[src/inc/kpb_pkg.sv]
package kpb_pkg;

  // ---------------------------------------------------------------
  // Register bus
  // ---------------------------------------------------------------
  localparam int unsigned DATA_W      = 32;
  localparam int unsigned ADDR_W      = 8;
  localparam logic [7:0]  KPB_OFFS    = 8'h00;
  localparam logic [7:0]  STAT_OFFS   = 8'h04;

  // ---------------------------------------------------------------
  // Kernel program base field
  // ---------------------------------------------------------------
  localparam int unsigned FIELD_LSB   = 10;
  localparam int unsigned FIELD_MSB   = 15;
  localparam int unsigned FIELD_W     = FIELD_MSB - FIELD_LSB + 1;
  localparam logic [5:0]  FIELD_RESET = 6'h00;
  localparam int unsigned RAM_AW_DEF  = 16;

  // ---------------------------------------------------------------
  // Status word layout
  // ---------------------------------------------------------------
  localparam int unsigned STAT_EN_BIT  = 0;
  localparam int unsigned STAT_OVR_BIT = 1;

  typedef enum logic [1:0] {
    KPB_SEL_NONE,
    KPB_SEL_BASE,
    KPB_SEL_STAT
  } kpb_sel_t;

endpackage : kpb_pkg
[src/hw/kpb_field_reg.sv]
`timescale 1ns/1ps
module kpb_field_reg (
  input  wire logic                          core_clk,
  input  wire logic                          nrst,
  input  wire logic                          wr_en,
  input  wire logic [kpb_pkg::DATA_W-1:0]    wdata,
  output logic      [kpb_pkg::FIELD_W-1:0]   field_q
);

  logic [kpb_pkg::FIELD_W-1:0] field_d;

  // Only bits 15:10 are stored; the rest of the word is dropped
  always_comb begin
    field_d = field_q;
    if (wr_en) begin
      field_d = wdata[kpb_pkg::FIELD_MSB:kpb_pkg::FIELD_LSB];
    end
  end

  always_ff @(posedge core_clk or negedge nrst) begin
    if (!nrst) begin
      field_q <= kpb_pkg::FIELD_RESET;
    end else begin
      field_q <= field_d;
    end
  end

endmodule : kpb_field_reg

[src/hw/kpb_part_calc.sv]
`timescale 1ns/1ps
module kpb_part_calc #(
  parameter int unsigned RAM_AW = kpb_pkg::RAM_AW_DEF
) (
  input  wire logic                          core_clk,
  input  wire logic                          nrst,
  input  wire logic [kpb_pkg::FIELD_W-1:0]   field,
  input  wire logic [RAM_AW-1:0]             data_ram_size,
  output logic                               kprog_en_q,
  output logic      [RAM_AW-1:0]             kdata_end_q,
  output logic      [RAM_AW-1:0]             kprog_len_q,
  output logic                               base_over_q
);

  logic              kprog_en_d;
  logic [RAM_AW-1:0] kdata_end_d;
  logic [RAM_AW-1:0] kprog_len_d;
  logic              base_over_d;
  logic [RAM_AW-1:0] base_bytes;

  always_comb begin
    base_bytes = '0;
    base_bytes[kpb_pkg::FIELD_MSB:kpb_pkg::FIELD_LSB] = field;
    kprog_en_d  = (field != kpb_pkg::FIELD_RESET);
    base_over_d = kprog_en_d && (base_bytes > data_ram_size);
    // Zero base: all RAM is kernel data, no program area
    kdata_end_d = kprog_en_d ? base_bytes : data_ram_size;
    kprog_len_d = '0;
    // An out-of-range base yields an empty program area, not a wrap
    if (kprog_en_d && !base_over_d) begin
      kprog_len_d = data_ram_size - base_bytes;
    end
  end

  always_ff @(posedge core_clk or negedge nrst) begin
    if (!nrst) begin
      kprog_en_q  <= 1'b0;
      kdata_end_q <= '0;
      kprog_len_q <= '0;
      base_over_q <= 1'b0;
    end else begin
      kprog_en_q  <= kprog_en_d;
      kdata_end_q <= kdata_end_d;
      kprog_len_q <= kprog_len_d;
      base_over_q <= base_over_d;
    end
  end

endmodule : kpb_part_calc

[src/hw/kpb_top.sv]
// What this block does
// - Bits 15:10 hold writable kernel program base
// - Bits 9:0 always read zero
// - Reset clears the whole register
// - Zero base gives all RAM to kernel data
// - Bits 31:16 unimplemented, read zero
`timescale 1ns/1ps
module kpb_top #(
  parameter int unsigned RAM_AW = kpb_pkg::RAM_AW_DEF
) (
  input  wire logic                          core_clk,
  input  wire logic                          nrst,
  input  wire logic [kpb_pkg::ADDR_W-1:0]    reg_addr,
  input  wire logic [kpb_pkg::DATA_W-1:0]    reg_wdata,
  input  wire logic                          reg_wr,
  input  wire logic                          reg_rd,
  output logic      [kpb_pkg::DATA_W-1:0]    reg_rdata,
  input  wire logic [RAM_AW-1:0]             data_ram_size,
  output logic                               kprog_en,
  output logic      [RAM_AW-1:0]             kdata_end,
  output logic      [RAM_AW-1:0]             kprog_len,
  output logic                               base_over
);

  // ---------------------------------------------------------------
  // Elaboration checks
  // ---------------------------------------------------------------
  // The field must fit inside the RAM offset, the offset in a bus word
  if (RAM_AW < kpb_pkg::FIELD_MSB + 1) begin : g_aw_low
    $error("RAM_AW too small for base field");
  end
  if (RAM_AW > kpb_pkg::DATA_W) begin : g_aw_high
    $error("RAM_AW wider than bus word");
  end

  // ---------------------------------------------------------------
  // Address decode
  // ---------------------------------------------------------------
  function automatic kpb_pkg::kpb_sel_t kpb_decode(input logic [kpb_pkg::ADDR_W-1:0] a);
    kpb_pkg::kpb_sel_t s;
    s = kpb_pkg::KPB_SEL_NONE;
    if (a == kpb_pkg::KPB_OFFS) begin
      s = kpb_pkg::KPB_SEL_BASE;
    end else if (a == kpb_pkg::STAT_OFFS) begin
      s = kpb_pkg::KPB_SEL_STAT;
    end
    return s;
  endfunction : kpb_decode

  kpb_pkg::kpb_sel_t            wr_sel;
  kpb_pkg::kpb_sel_t            rd_sel;
  logic                         base_wr;
  logic [kpb_pkg::FIELD_W-1:0]  field;

  always_comb begin
    wr_sel  = kpb_decode(reg_addr);
    rd_sel  = kpb_decode(reg_addr);
    // Status word is read-only; writes there and elsewhere are dropped
    base_wr = reg_wr && (wr_sel == kpb_pkg::KPB_SEL_BASE);
  end

  // ---------------------------------------------------------------
  // Base register and partition
  // ---------------------------------------------------------------
  kpb_field_reg u_field (
    .core_clk (core_clk),
    .nrst     (nrst),
    .wr_en    (base_wr),
    .wdata    (reg_wdata),
    .field_q  (field)
  );

  // Partition outputs lag a base write by one cycle
  kpb_part_calc #(
    .RAM_AW (RAM_AW)
  ) u_calc (
    .core_clk      (core_clk),
    .nrst          (nrst),
    .field         (field),
    .data_ram_size (data_ram_size),
    .kprog_en_q    (kprog_en),
    .kdata_end_q   (kdata_end),
    .kprog_len_q   (kprog_len),
    .base_over_q   (base_over)
  );

  // ---------------------------------------------------------------
  // Read path
  // ---------------------------------------------------------------
  logic [kpb_pkg::DATA_W-1:0] base_word;
  logic [kpb_pkg::DATA_W-1:0] stat_word;
  logic [kpb_pkg::DATA_W-1:0] rdata_d;
  logic [kpb_pkg::DATA_W-1:0] rdata_q;

  always_comb begin
    base_word = '0;
    base_word[kpb_pkg::FIELD_MSB:kpb_pkg::FIELD_LSB] = field;
    stat_word = '0;
    stat_word[kpb_pkg::STAT_EN_BIT]  = kprog_en;
    stat_word[kpb_pkg::STAT_OVR_BIT] = base_over;
    rdata_d = '0;
    // Data stand only in the cycle after the strobe; idle bus reads zero
    if (reg_rd) begin
      unique case (rd_sel)
        kpb_pkg::KPB_SEL_BASE: begin
          rdata_d = base_word;
        end
        kpb_pkg::KPB_SEL_STAT: begin
          rdata_d = stat_word;
        end
        kpb_pkg::KPB_SEL_NONE: begin
          rdata_d = '0;
        end
      endcase
    end
  end

  always_ff @(posedge core_clk or negedge nrst) begin
    if (!nrst) begin
      rdata_q <= '0;
    end else begin
      rdata_q <= rdata_d;
    end
  end

  assign reg_rdata = rdata_q;

  // ---------------------------------------------------------------
  // Assertions
  // ---------------------------------------------------------------
  localparam logic [kpb_pkg::DATA_W-1:0] FIELD_MASK =
    {{(kpb_pkg::DATA_W-kpb_pkg::FIELD_MSB-1){1'b0}},
     {kpb_pkg::FIELD_W{1'b1}},
     {kpb_pkg::FIELD_LSB{1'b0}}};

  logic [RAM_AW-1:0] chk_base;
  always_comb begin
    chk_base = '0;
    chk_base[kpb_pkg::FIELD_MSB:kpb_pkg::FIELD_LSB] = field;
  end

  a_reset_clears: assert property (
    @(posedge core_clk) !nrst |-> (field == '0) && (reg_rdata == '0) && !kprog_en
  ) else $error("reset did not clear base register");

  a_base_write: assert property (
    @(posedge core_clk) disable iff (!nrst)
    (reg_wr && reg_addr == kpb_pkg::KPB_OFFS)
    |=> field == $past(reg_wdata[kpb_pkg::FIELD_MSB:kpb_pkg::FIELD_LSB])
  ) else $error("base field did not take written value");

  a_low_zero: assert property (
    @(posedge core_clk) disable iff (!nrst)
    (reg_rd && reg_addr == kpb_pkg::KPB_OFFS)
    |=> (reg_rdata[kpb_pkg::FIELD_LSB-1:0] == '0)
        && (reg_rdata[kpb_pkg::FIELD_MSB:kpb_pkg::FIELD_LSB] == $past(field))
  ) else $error("base readback wrong in low bits or field");

  a_upper_zero: assert property (
    @(posedge core_clk) disable iff (!nrst)
    (reg_rd && reg_addr == kpb_pkg::KPB_OFFS)
    |=> (reg_rdata & ~FIELD_MASK) == '0
  ) else $error("base readback upper bits not zero");

  a_hold_value: assert property (
    @(posedge core_clk) disable iff (!nrst)
    !(reg_wr && reg_addr == kpb_pkg::KPB_OFFS) |=> $stable(field)
  ) else $error("base field changed without base write");

  a_zero_all_data: assert property (
    @(posedge core_clk) disable iff (!nrst)
    (field == '0)
    |=> !kprog_en && (kprog_len == '0) && (kdata_end == $past(data_ram_size))
  ) else $error("zero base did not give all RAM to kernel data");

  a_split_point: assert property (
    @(posedge core_clk) disable iff (!nrst)
    (field != '0) && (chk_base <= data_ram_size)
    |=> kprog_en && !base_over && (kdata_end == $past(chk_base))
        && (kprog_len + kdata_end == $past(data_ram_size))
  ) else $error("program area split wrong");

  a_over_flag: assert property (
    @(posedge core_clk) disable iff (!nrst)
    (chk_base > data_ram_size) |=> base_over && (kprog_len == '0)
  ) else $error("base above RAM size not flagged");

  a_rdata_idle: assert property (
    @(posedge core_clk) disable iff (!nrst)
    !reg_rd |=> reg_rdata == '0
  ) else $error("read data present without read strobe");

  // ---------------------------------------------------------------
  // Status and unmapped reads, stray writes
  // ---------------------------------------------------------------
  // Only these status bits may ever read as one
  logic [kpb_pkg::DATA_W-1:0] stat_mask;
  always_comb begin
    stat_mask = '0;
    stat_mask[kpb_pkg::STAT_EN_BIT]  = 1'b1;
    stat_mask[kpb_pkg::STAT_OVR_BIT] = 1'b1;
  end

  a_stat_read: assert property (
    @(posedge core_clk) disable iff (!nrst)
    (reg_rd && reg_addr == kpb_pkg::STAT_OFFS)
    |=> (reg_rdata[kpb_pkg::STAT_EN_BIT] == $past(kprog_en))
        && (reg_rdata[kpb_pkg::STAT_OVR_BIT] == $past(base_over))
  ) else $error("status readback does not match partition");

  a_stat_upper: assert property (
    @(posedge core_clk) disable iff (!nrst)
    (reg_rd && reg_addr == kpb_pkg::STAT_OFFS)
    |=> (reg_rdata & ~stat_mask) == '0
  ) else $error("status readback has stray bits");

  a_unmapped_read: assert property (
    @(posedge core_clk) disable iff (!nrst)
    (reg_rd && (reg_addr != kpb_pkg::KPB_OFFS) && (reg_addr != kpb_pkg::STAT_OFFS))
    |=> reg_rdata == '0
  ) else $error("unmapped read returned data");

  a_other_write: assert property (
    @(posedge core_clk) disable iff (!nrst)
    (reg_wr && reg_addr != kpb_pkg::KPB_OFFS)
    |=> $stable(field)
  ) else $error("write to another address moved the base");

  a_rd_after_wr: assert property (
    @(posedge core_clk) disable iff (!nrst)
    (reg_wr && reg_addr == kpb_pkg::KPB_OFFS)
    ##1 (reg_rd && reg_addr == kpb_pkg::KPB_OFFS)
    |=> reg_rdata[kpb_pkg::FIELD_MSB:kpb_pkg::FIELD_LSB]
        == $past(reg_wdata[kpb_pkg::FIELD_MSB:kpb_pkg::FIELD_LSB], 2)
  ) else $error("read right after write missed the new base");

  // ---------------------------------------------------------------
  // Partition consistency
  // ---------------------------------------------------------------
  a_reset_outputs: assert property (
    @(posedge core_clk)
    !nrst |-> (kdata_end == '0) && (kprog_len == '0) && !base_over
  ) else $error("reset did not clear partition outputs");

  a_en_follows: assert property (
    @(posedge core_clk) disable iff (!nrst)
    kprog_en == ($past(field) != '0)
  ) else $error("program area flag does not follow base field");

  a_zero_no_len: assert property (
    @(posedge core_clk) disable iff (!nrst)
    !kprog_en |-> (kprog_len == '0)
  ) else $error("program length without program area");

  a_over_needs_en: assert property (
    @(posedge core_clk) disable iff (!nrst)
    base_over |-> kprog_en && (kprog_len == '0)
  ) else $error("overflow flag without program area");

  a_base_equal_size: assert property (
    @(posedge core_clk) disable iff (!nrst)
    (field != '0) && (chk_base == data_ram_size)
    |=> !base_over && (kprog_len == '0)
  ) else $error("base equal to size handled wrong");

  // Outputs lag their inputs by one edge, hence the past size
  a_len_in_ram: assert property (
    @(posedge core_clk) disable iff (!nrst)
    kprog_len <= $past(data_ram_size)
  ) else $error("program area longer than data RAM");

  a_end_in_ram: assert property (
    @(posedge core_clk) disable iff (!nrst)
    !base_over |-> (kdata_end <= $past(data_ram_size))
  ) else $error("kernel data end beyond data RAM");

  c_write_nonzero: cover property (
    @(posedge core_clk) disable iff (!nrst)
    (reg_wr && reg_addr == kpb_pkg::KPB_OFFS) ##1 kprog_en
  );

  c_write_then_read: cover property (
    @(posedge core_clk) disable iff (!nrst)
    (reg_wr && reg_addr == kpb_pkg::KPB_OFFS)
    ##1 (reg_rd && reg_addr == kpb_pkg::KPB_OFFS)
  );

  c_base_over: cover property (
    @(posedge core_clk) disable iff (!nrst)
    $rose(base_over)
  );

  c_back_to_zero: cover property (
    @(posedge core_clk) disable iff (!nrst)
    $fell(kprog_en)
  );

  c_stat_read: cover property (
    @(posedge core_clk) disable iff (!nrst)
    (reg_rd && reg_addr == kpb_pkg::STAT_OFFS) ##1 reg_rdata[kpb_pkg::STAT_OVR_BIT]
  );

endmodule : kpb_top

[config.mk]
export PLATFORM = sky130hd
export DESIGN_NAME = kpb_top
export DESIGN_NICKNAME = d
export VERILOG_FILES = /design/src/inc/kpb_pkg.sv /design/src/hw/kpb_field_reg.sv /design/src/hw/kpb_part_calc.sv /design/src/hw/kpb_top.sv
export SDC_FILE = /design/constraint.sdc
export NUM_CORES = 1
export LEC_CHECK = 0
export BUFFER_PORTS_ARGS = -buffer_cell sky130_fd_sc_hd__buf_4
export CAP_MARGIN = 20
export CORE_ASPECT_RATIO = 1.25
export CORE_MARGIN = 10
export CORE_UTILIZATION = 44
export CTS_BUF_LIST = sky130_fd_sc_hd__clkbuf_8
export CTS_CLUSTER_SIZE = 20
export DETAILED_ROUTE_END_ITERATION = 16
export PLACE_DENSITY_LB_ADDON = 0.05
export SLEW_MARGIN = 20
export SYNTH_ARGS = -nofsm -noshare
export SYNTH_HDL_FRONTEND = slang
export SYNTH_SLANG_ARGS = --single-unit
[constraint.sdc]
create_clock -name core_clk -period 2.7 [get_ports core_clk]
set_clock_uncertainty 0.1 [all_clocks]
set_input_delay 0.135 -clock core_clk [delete_from_list [all_inputs] [get_ports core_clk]]
set_output_delay 0.135 -clock core_clk [all_outputs]
set_load 0.05 [all_outputs]
==> impl_metrics.tcl, run 1 <==
set metrics [dict create \
    wl_mm 4.75 \
    route.detailed.drc 0 \
    port-buffer-count 75 \
    synth_edf_count 0 \
    cts_resized 0 \
    routed.top_layer "met4" \
    clk_pin_slew_ps 80 \
    worstSetupStartpoint "data_ram_size[10]" \
    firstDrtPassIters 4 \
    post_cts_buffers 0 \
    outcome "finished, final reports clean" \
    grt_max_degree 49 \
    nNetsFinal 356 \
    antenna_cells 0 \
    ys_seq_area_share_pct 57.6 \
    fmax_mhz 415 \
    maxCapViolations 0 \
    r2r_setup_slack_ps 410 \
    r2r_end "u_calc.kprog_len_q[15]" \
    start_util_pct 46.4 \
    syn_avg_cell_area_um2 11.1 \
    design.die.area_mm2 0.00791 \
    yosysWarnings 0 \
    required_ps 2750 \
    switching_power_w 0.000703 \
    clock_latency_ps 290 \
    fp.dieH_um 97.0 \
    die_x_um 81.6 \
    min_to "reg_rdata[1]" \
    wl_per_cell_um 13.7 \
    design.core.area_mm2 0.00449 \
    grt_pass1_wl_mm 7.49 \
    worst_pin_slew_ps 570 \
    total_power_w 0.00188 \
    r2r_cells 7 \
    swShare_pct 37.4 \
    cp_max_fo 16 \
    htreeDepth 2 \
    final_common_cell "buf_4" \
    cts-root-buf "clkbuf_8" \
    drt_iter0_markers 24 \
    slew_violations 0 \
    combPwrFrac_pct 34.5 \
    hold_viol_final 0 \
    io_pins 126 \
    setup_viol 0 \
    cts_made_buffers 5 \
    finalCriticalPeriod_ps 2410 \
    ys_types 33 \
    finalCritPeriodShare_pct 89.3 \
    hold_buffers 24 \
    tritoncts "yes" \
    timing.rr.start "u_field.field_q[0]" \
    path_class "in -> reg" \
    area_delta_synth_final_pct 41.0 \
    p_per_area_mw_per_mm2 640 \
    hold_depth 3 \
    p_leak_nw 1.59 \
    gp_congestion 0.689 \
    ys.flop_type "dfrtp_1" \
    met3WireLength_um 480 \
    critical_path_arrival_ps 2460 \
    cp-start-kind "primary input" \
    drive_above_1_share_pct 32.8 \
    rows 27 \
    detail-route-antenna-nets 0 \
    wl_met1_mm 1.81 \
    overflow 0 \
    slew-limit-headroom_pct 62.0 \
    fin_hold_ws_ps 31.1 \
    grt_use_total_pct 11.9 \
    cp-end-kind "flip-flop" \
    clock_sinks 48 \
    synth_cells 188 \
    antenna_found_initial 0 \
    power_frac_seq_pct 42.9 \
    p_int_w 0.00118 \
    ys_ff_latch 48 \
    grt_pass1_vias 1560 \
    syn_area_mm2 0.00209 \
    via_per_inst 4.24 \
    via_count 1474 \
    synthArstFlopShare_pct 100 \
    peakVddDrop_mv 0.271 \
    dp_hpwl_mm 3.70 \
    wl_met2_mm 2.42 \
    final_cell_mix "buf_4 (75), dfrtp_1 (48), nor2_1 (31)" \
    layoutNonFillerInstCount 348 \
    cts_buffer_depth 2 \
    min_from "reg_rd" \
    clkPwrFrac_pct 22.5 \
    rsz0062_at_grt "false" \
    totalNegativeSetupSlack_ps 0 \
    hold_path.class "in -> reg" \
    dpl.cell_count 316 \
    nFillCells 381 \
]
==> sequential cells by signal, indices dropped and copies added (netlist names) <==
signal              count
u_field.field_q         6
u_calc.kdata_end_q     16
u_calc.base_over_q      1
reg_rdata               8
u_calc.kprog_en_q       1
u_calc.kprog_len_q     16
==> cells in the mapped netlist (all sizes together) (2+ instances only) <==
master	number	area, um^2
buf	27	198
mux2	6	67.6
nor3	7	40.0
a21oi	2	10.0
o21a	2	15.0
nor3b	3	22.5
ha	6	75.1
nor2	31	116
nand2	12	45.0
o21ai	3	18.8
dfrtp	48	1200
nor2b	3	18.8
inv	21	78.8
==> layout make-up <==
type	count	area (um^2)	area share, %
clock inverter	2	11.3	0.383
multi-input combinational	113	686	23.3
clock buffer	6	82.6	2.81
sequential	48	1200	40.9
tap	58	72.6	2.47
inverter	22	83.8	2.85
timing repair buffer	99	803	27.3
==> cell families after synthesis <==
logic type,count (synthesis),share of synthesized area (%)
buffers and inverters,50,13.7
XOR/XNOR,1,0.420
flip-flops,48,57.6
adder cells (fa/ha/maj),7,4.56
multiplexers,7,3.72
AND/OR/NAND/NOR,62,14.9
other,1,0.180
AO/OA/AOI/OAI,12,4.92
==> through the flow <==
stage	util, %	cell area, um^2	setup slack, ps
2_1_floorplan	-	2170	755
3_3_place_gp	58.0	2610	420
3_5_place_dp	58.0	2610	396
4_1_cts	65.4	2940	261
5_1_grt	65.4	2940	110
6_report	65.4	2940	288
==> routing by layer <==
layer  GRT usage, %  vias to the layer above
met1           13.1                      666
met4           3.13                        0
met3           5.36                        6
met2           20.1                       58
li1               -                      744
met5              0                        -
==> worst max-delay path by stage <==
stage | endpoint | depth (start not counted)
after floorplan | u_calc.kprog_len_q[10] | 8
after global placement | u_calc.kprog_len_q[13] | 7
after detailed placement | u_calc.kprog_len_q[15] | 7
after CTS | u_calc.kprog_len_q[15] | 10
after global routing | u_calc.kprog_len_q[14] | 10
final | u_calc.kprog_len_q[15] | 10
==> worst max-delay path, cell delays in order <==
cell and delay (ps):
dlygate4sd3_1 550, buf_4 140, inv_1 50, ha_1 170
inv_1 60, fa_1 410, a21oi_1 250, o21ai_2 150
o221ai_4 450, a21oi_1 100
==> power by group through the flow <==
stage / Sequential, W / Combinational [W] / Clock [W]
after CTS: 0.000809 / 0.000657 / 0.000440
final: 0.000808 / 0.000649 / 0.000424
after detailed placement: 0.000823 / 0.000627 / 0
after floorplan: 0.00106 / 0.000227 / 0
after global routing: 0.000814 / 0.000693 / 0.000471
after global placement: 0.000820 / 0.000626 / 0
Note: power is estimated with default switching activity, not from simulation.
==> run 2: changes to the inputs <==
ABC_AREA = 1   (was not set)
BUFFER_PORTS_ARGS = not set   (was -buffer_cell sky130_fd_sc_hd__buf_4)
CORE_UTILIZATION = 45   (was 44)
DONT_BUFFER_PORTS = 1   (was not set)
==> run 2 against run 1 <==
Net effect:
- sequential share of layout area is 6.9 points higher
- global-route usage grew 1.2 points
- first-iteration DRC count grew 33%
- utilization shrank 9.0 points
- synthesized cell count grew 18%
- critical path type unchanged
- critical endpoint unchanged
- largest power group unchanged
==> impl_metrics.tcl, run 2 <==
set metrics [dict create \
    r2r_cells 9 \
    multi_input_area_um2 679 \
    finalCriticalPeriod_ps 1920 \
    drive_above_1_share_pct 6.54 \
    route.detailed.drc 0 \
    cp-start-kind "primary input" \
    io_pins 126 \
    synth_top_area_share_pct 56.9 \
    cts_made_buffers 5 \
    outcome "finished, final reports clean" \
    required_ps 2790 \
    wl_per_cell_um 15.4 \
    setup_viol 0 \
    use_met2_pct 23.0 \
    cp_max_fo 16 \
    synth_area_leaders "dfrtp_1 (57%), buf_4 (8.5%), nand2_1 (6.8%)" \
    cp-end-kind "flip-flop" \
    dp_hpwl_mm 3.60 \
    firstDrtPassIters 4 \
    stdcell_area_mm2 0.00252 \
    antenna_found_initial 0 \
    yosysWarnings 0 \
    nNetsFinal 326 \
    hold_path.class "in -> reg" \
    start_util_pct 47.3 \
    maxCapViolations 0 \
    htreeDepth 2 \
    ys_seq_area_share_pct 56.9 \
    worst_pin_slew_ps 555 \
    syn_avg_cell_area_um2 9.55 \
    wl_mm 4.89 \
    path_class "in -> reg" \
    hold_depth 3 \
    synthArstFlopShare_pct 100 \
    peakVddDrop_mv 0.335 \
    grtUsageMet3_pct 4.99 \
    slew-limit-headroom_pct 62.9 \
    fp.dieH_um 96.6 \
    synth.top_cells.by_count "dfrtp_1 (48), nand2_1 (38), nor2_1 (33)" \
    dpl.cell_count 276 \
    hold_viol_final 0 \
    drt_iter0_markers 32 \
    syn_area_mm2 0.00211 \
    fmax_mhz 521 \
    overflow 0 \
    seqCellArea_mm2 0.00120 \
    rsz0062_at_grt "false" \
    grt_pass1_wl_mm 7.97 \
    total_power_w 0.00178 \
    gp_congestion 0.771 \
    synth_cells 221 \
    grt_use_total_pct 13.2 \
    via_count 1430 \
    clock_sinks 48 \
    via_per_inst 4.50 \
    busiest_layer "met2" \
    grt_pass1_vias 1598 \
    cts_resized 0 \
    design.core.area_mm2 0.00446 \
    ys_ff_latch 48 \
    p_leak_nw 1.32 \
    p_per_area_mw_per_mm2 706 \
    rows 27 \
    ys_types 22 \
    final_common_cell "dfrtp_1" \
    area_delta_synth_final_pct 19.3 \
    port-buffer-count 0 \
    finalCritPeriodShare_pct 71.1 \
    synth_largest_area_cell "dfrtp_1" \
    placed_area_mm2 0.00206 \
    layoutNonFillerInstCount 318 \
    met1_usage_pct 13.9 \
    clk_pin_slew_ps 90 \
    yosysMostFrequentCell "dfrtp_1" \
    clock_latency_ps 300 \
    totalNegativeSetupSlack_ps 0 \
    design.die.area_mm2 0.00784 \
    tritoncts "yes" \
    synth_edf_count 0 \
    antenna_cells 0 \
    critical_path_arrival_ps 2010 \
    nFillCells 417 \
    ys.flop_type "dfrtp_1" \
    detail-route-antenna-nets 0 \
    final_cell_mix "dfrtp_1 (48), nand2_1 (38), nor2_1 (33), dlygate4sd3_1 (33), inv_1 (27)" \
    post_cts_buffers 0 \
    die_x_um 81.2 \
    slew_violations 0 \
    cts_buffer_depth 2 \
    grt_max_degree 49 \
    cts-root-buf "clkbuf_8" \
]
[run 2: cell type report]
cell class | instances | share of cell area (%)
sequential | 48 | 47.7
multi-input combinational | 141 | 27.0
timing repair buffer | 34 | 14.2
inverter | 29 | 4.33
clock buffer | 6 | 3.28
tap | 58 | 2.88
clock inverter | 2 | 0.547
[run 2: worst paths after layout]
path,from,end,slack [ps]
min in group asynchronous,nrst,u_calc.kdata_end_q[8],240
setup / recovery,data_ram_size[10],u_calc.kprog_len_q[15],780
setup reg to reg,u_field.field_q[0],u_calc.kprog_len_q[15],800
max in group asynchronous,nrst,u_calc.kdata_end_q[14],2060
hold reg to reg,u_field.field_q[3],u_field.field_q[3],400
hold / removal,reg_wr,u_field.field_q[0],6
[run 2: report_power, final]
| group | internal [W] | switching (W) | leakage [nW] | total [W] |
|---|---|---|---|---|
| logic | 0.0000757 | 0.000192 | 0.629 | 0.000268 |
| registers | 0.000784 | 0.000275 | 0.635 | 0.00106 |
| clock network | 0.000210 | 0.000240 | 0.0516 | 0.000449 |
[run 2: logic make-up after synthesis]
kind of cell	Yosys count	synth area share [%]
AND/OR/NAND/NOR	104	21.8
buffers and inverters	55	14.9
flip-flops	48	56.9
adder cells (fa/ha/maj)	7	4.51
AO/OA/AOI/OAI	5	1.19
XOR/XNOR	1	0.415
other	1	0.178
[run 2: worst max-delay path, stage by stage]
cell and delay, ps:
dlygate4sd3_1 550, inv_1 80, ha_1 140, inv_1 70, fa_1 410, nand3_1 120
nand2_1 80, nand2_1 60, nand2_1 100, nand2_4 190, nor2_1 70
[run 2: metrics by stage]
| stage | hold slack [ps] | utilization [%] | setup WS, ps |
|---|---|---|---|
| floorplan | -261 | - | 984 |
| global placement | -259 | 46.2 | 824 |
| detailed placement | -259 | 46.2 | 802 |
| CTS | 1.23 | 56.4 | 761 |
| global route | 20.1 | 56.4 | 629 |
| finish | 5.83 | 56.4 | 782 |
[run 2: metal layers]
layer	up-vias	wire length (um)
li1	703	-
met1	659	1800
met2	60	2580
met3	8	425
met4	0	87
met5	-	0
[run 2: what timing repair did]
action	CTS	global route
endpoints found under the hold margin	89	0
hold buffers	34	0
setup endpoints to repair	0	0
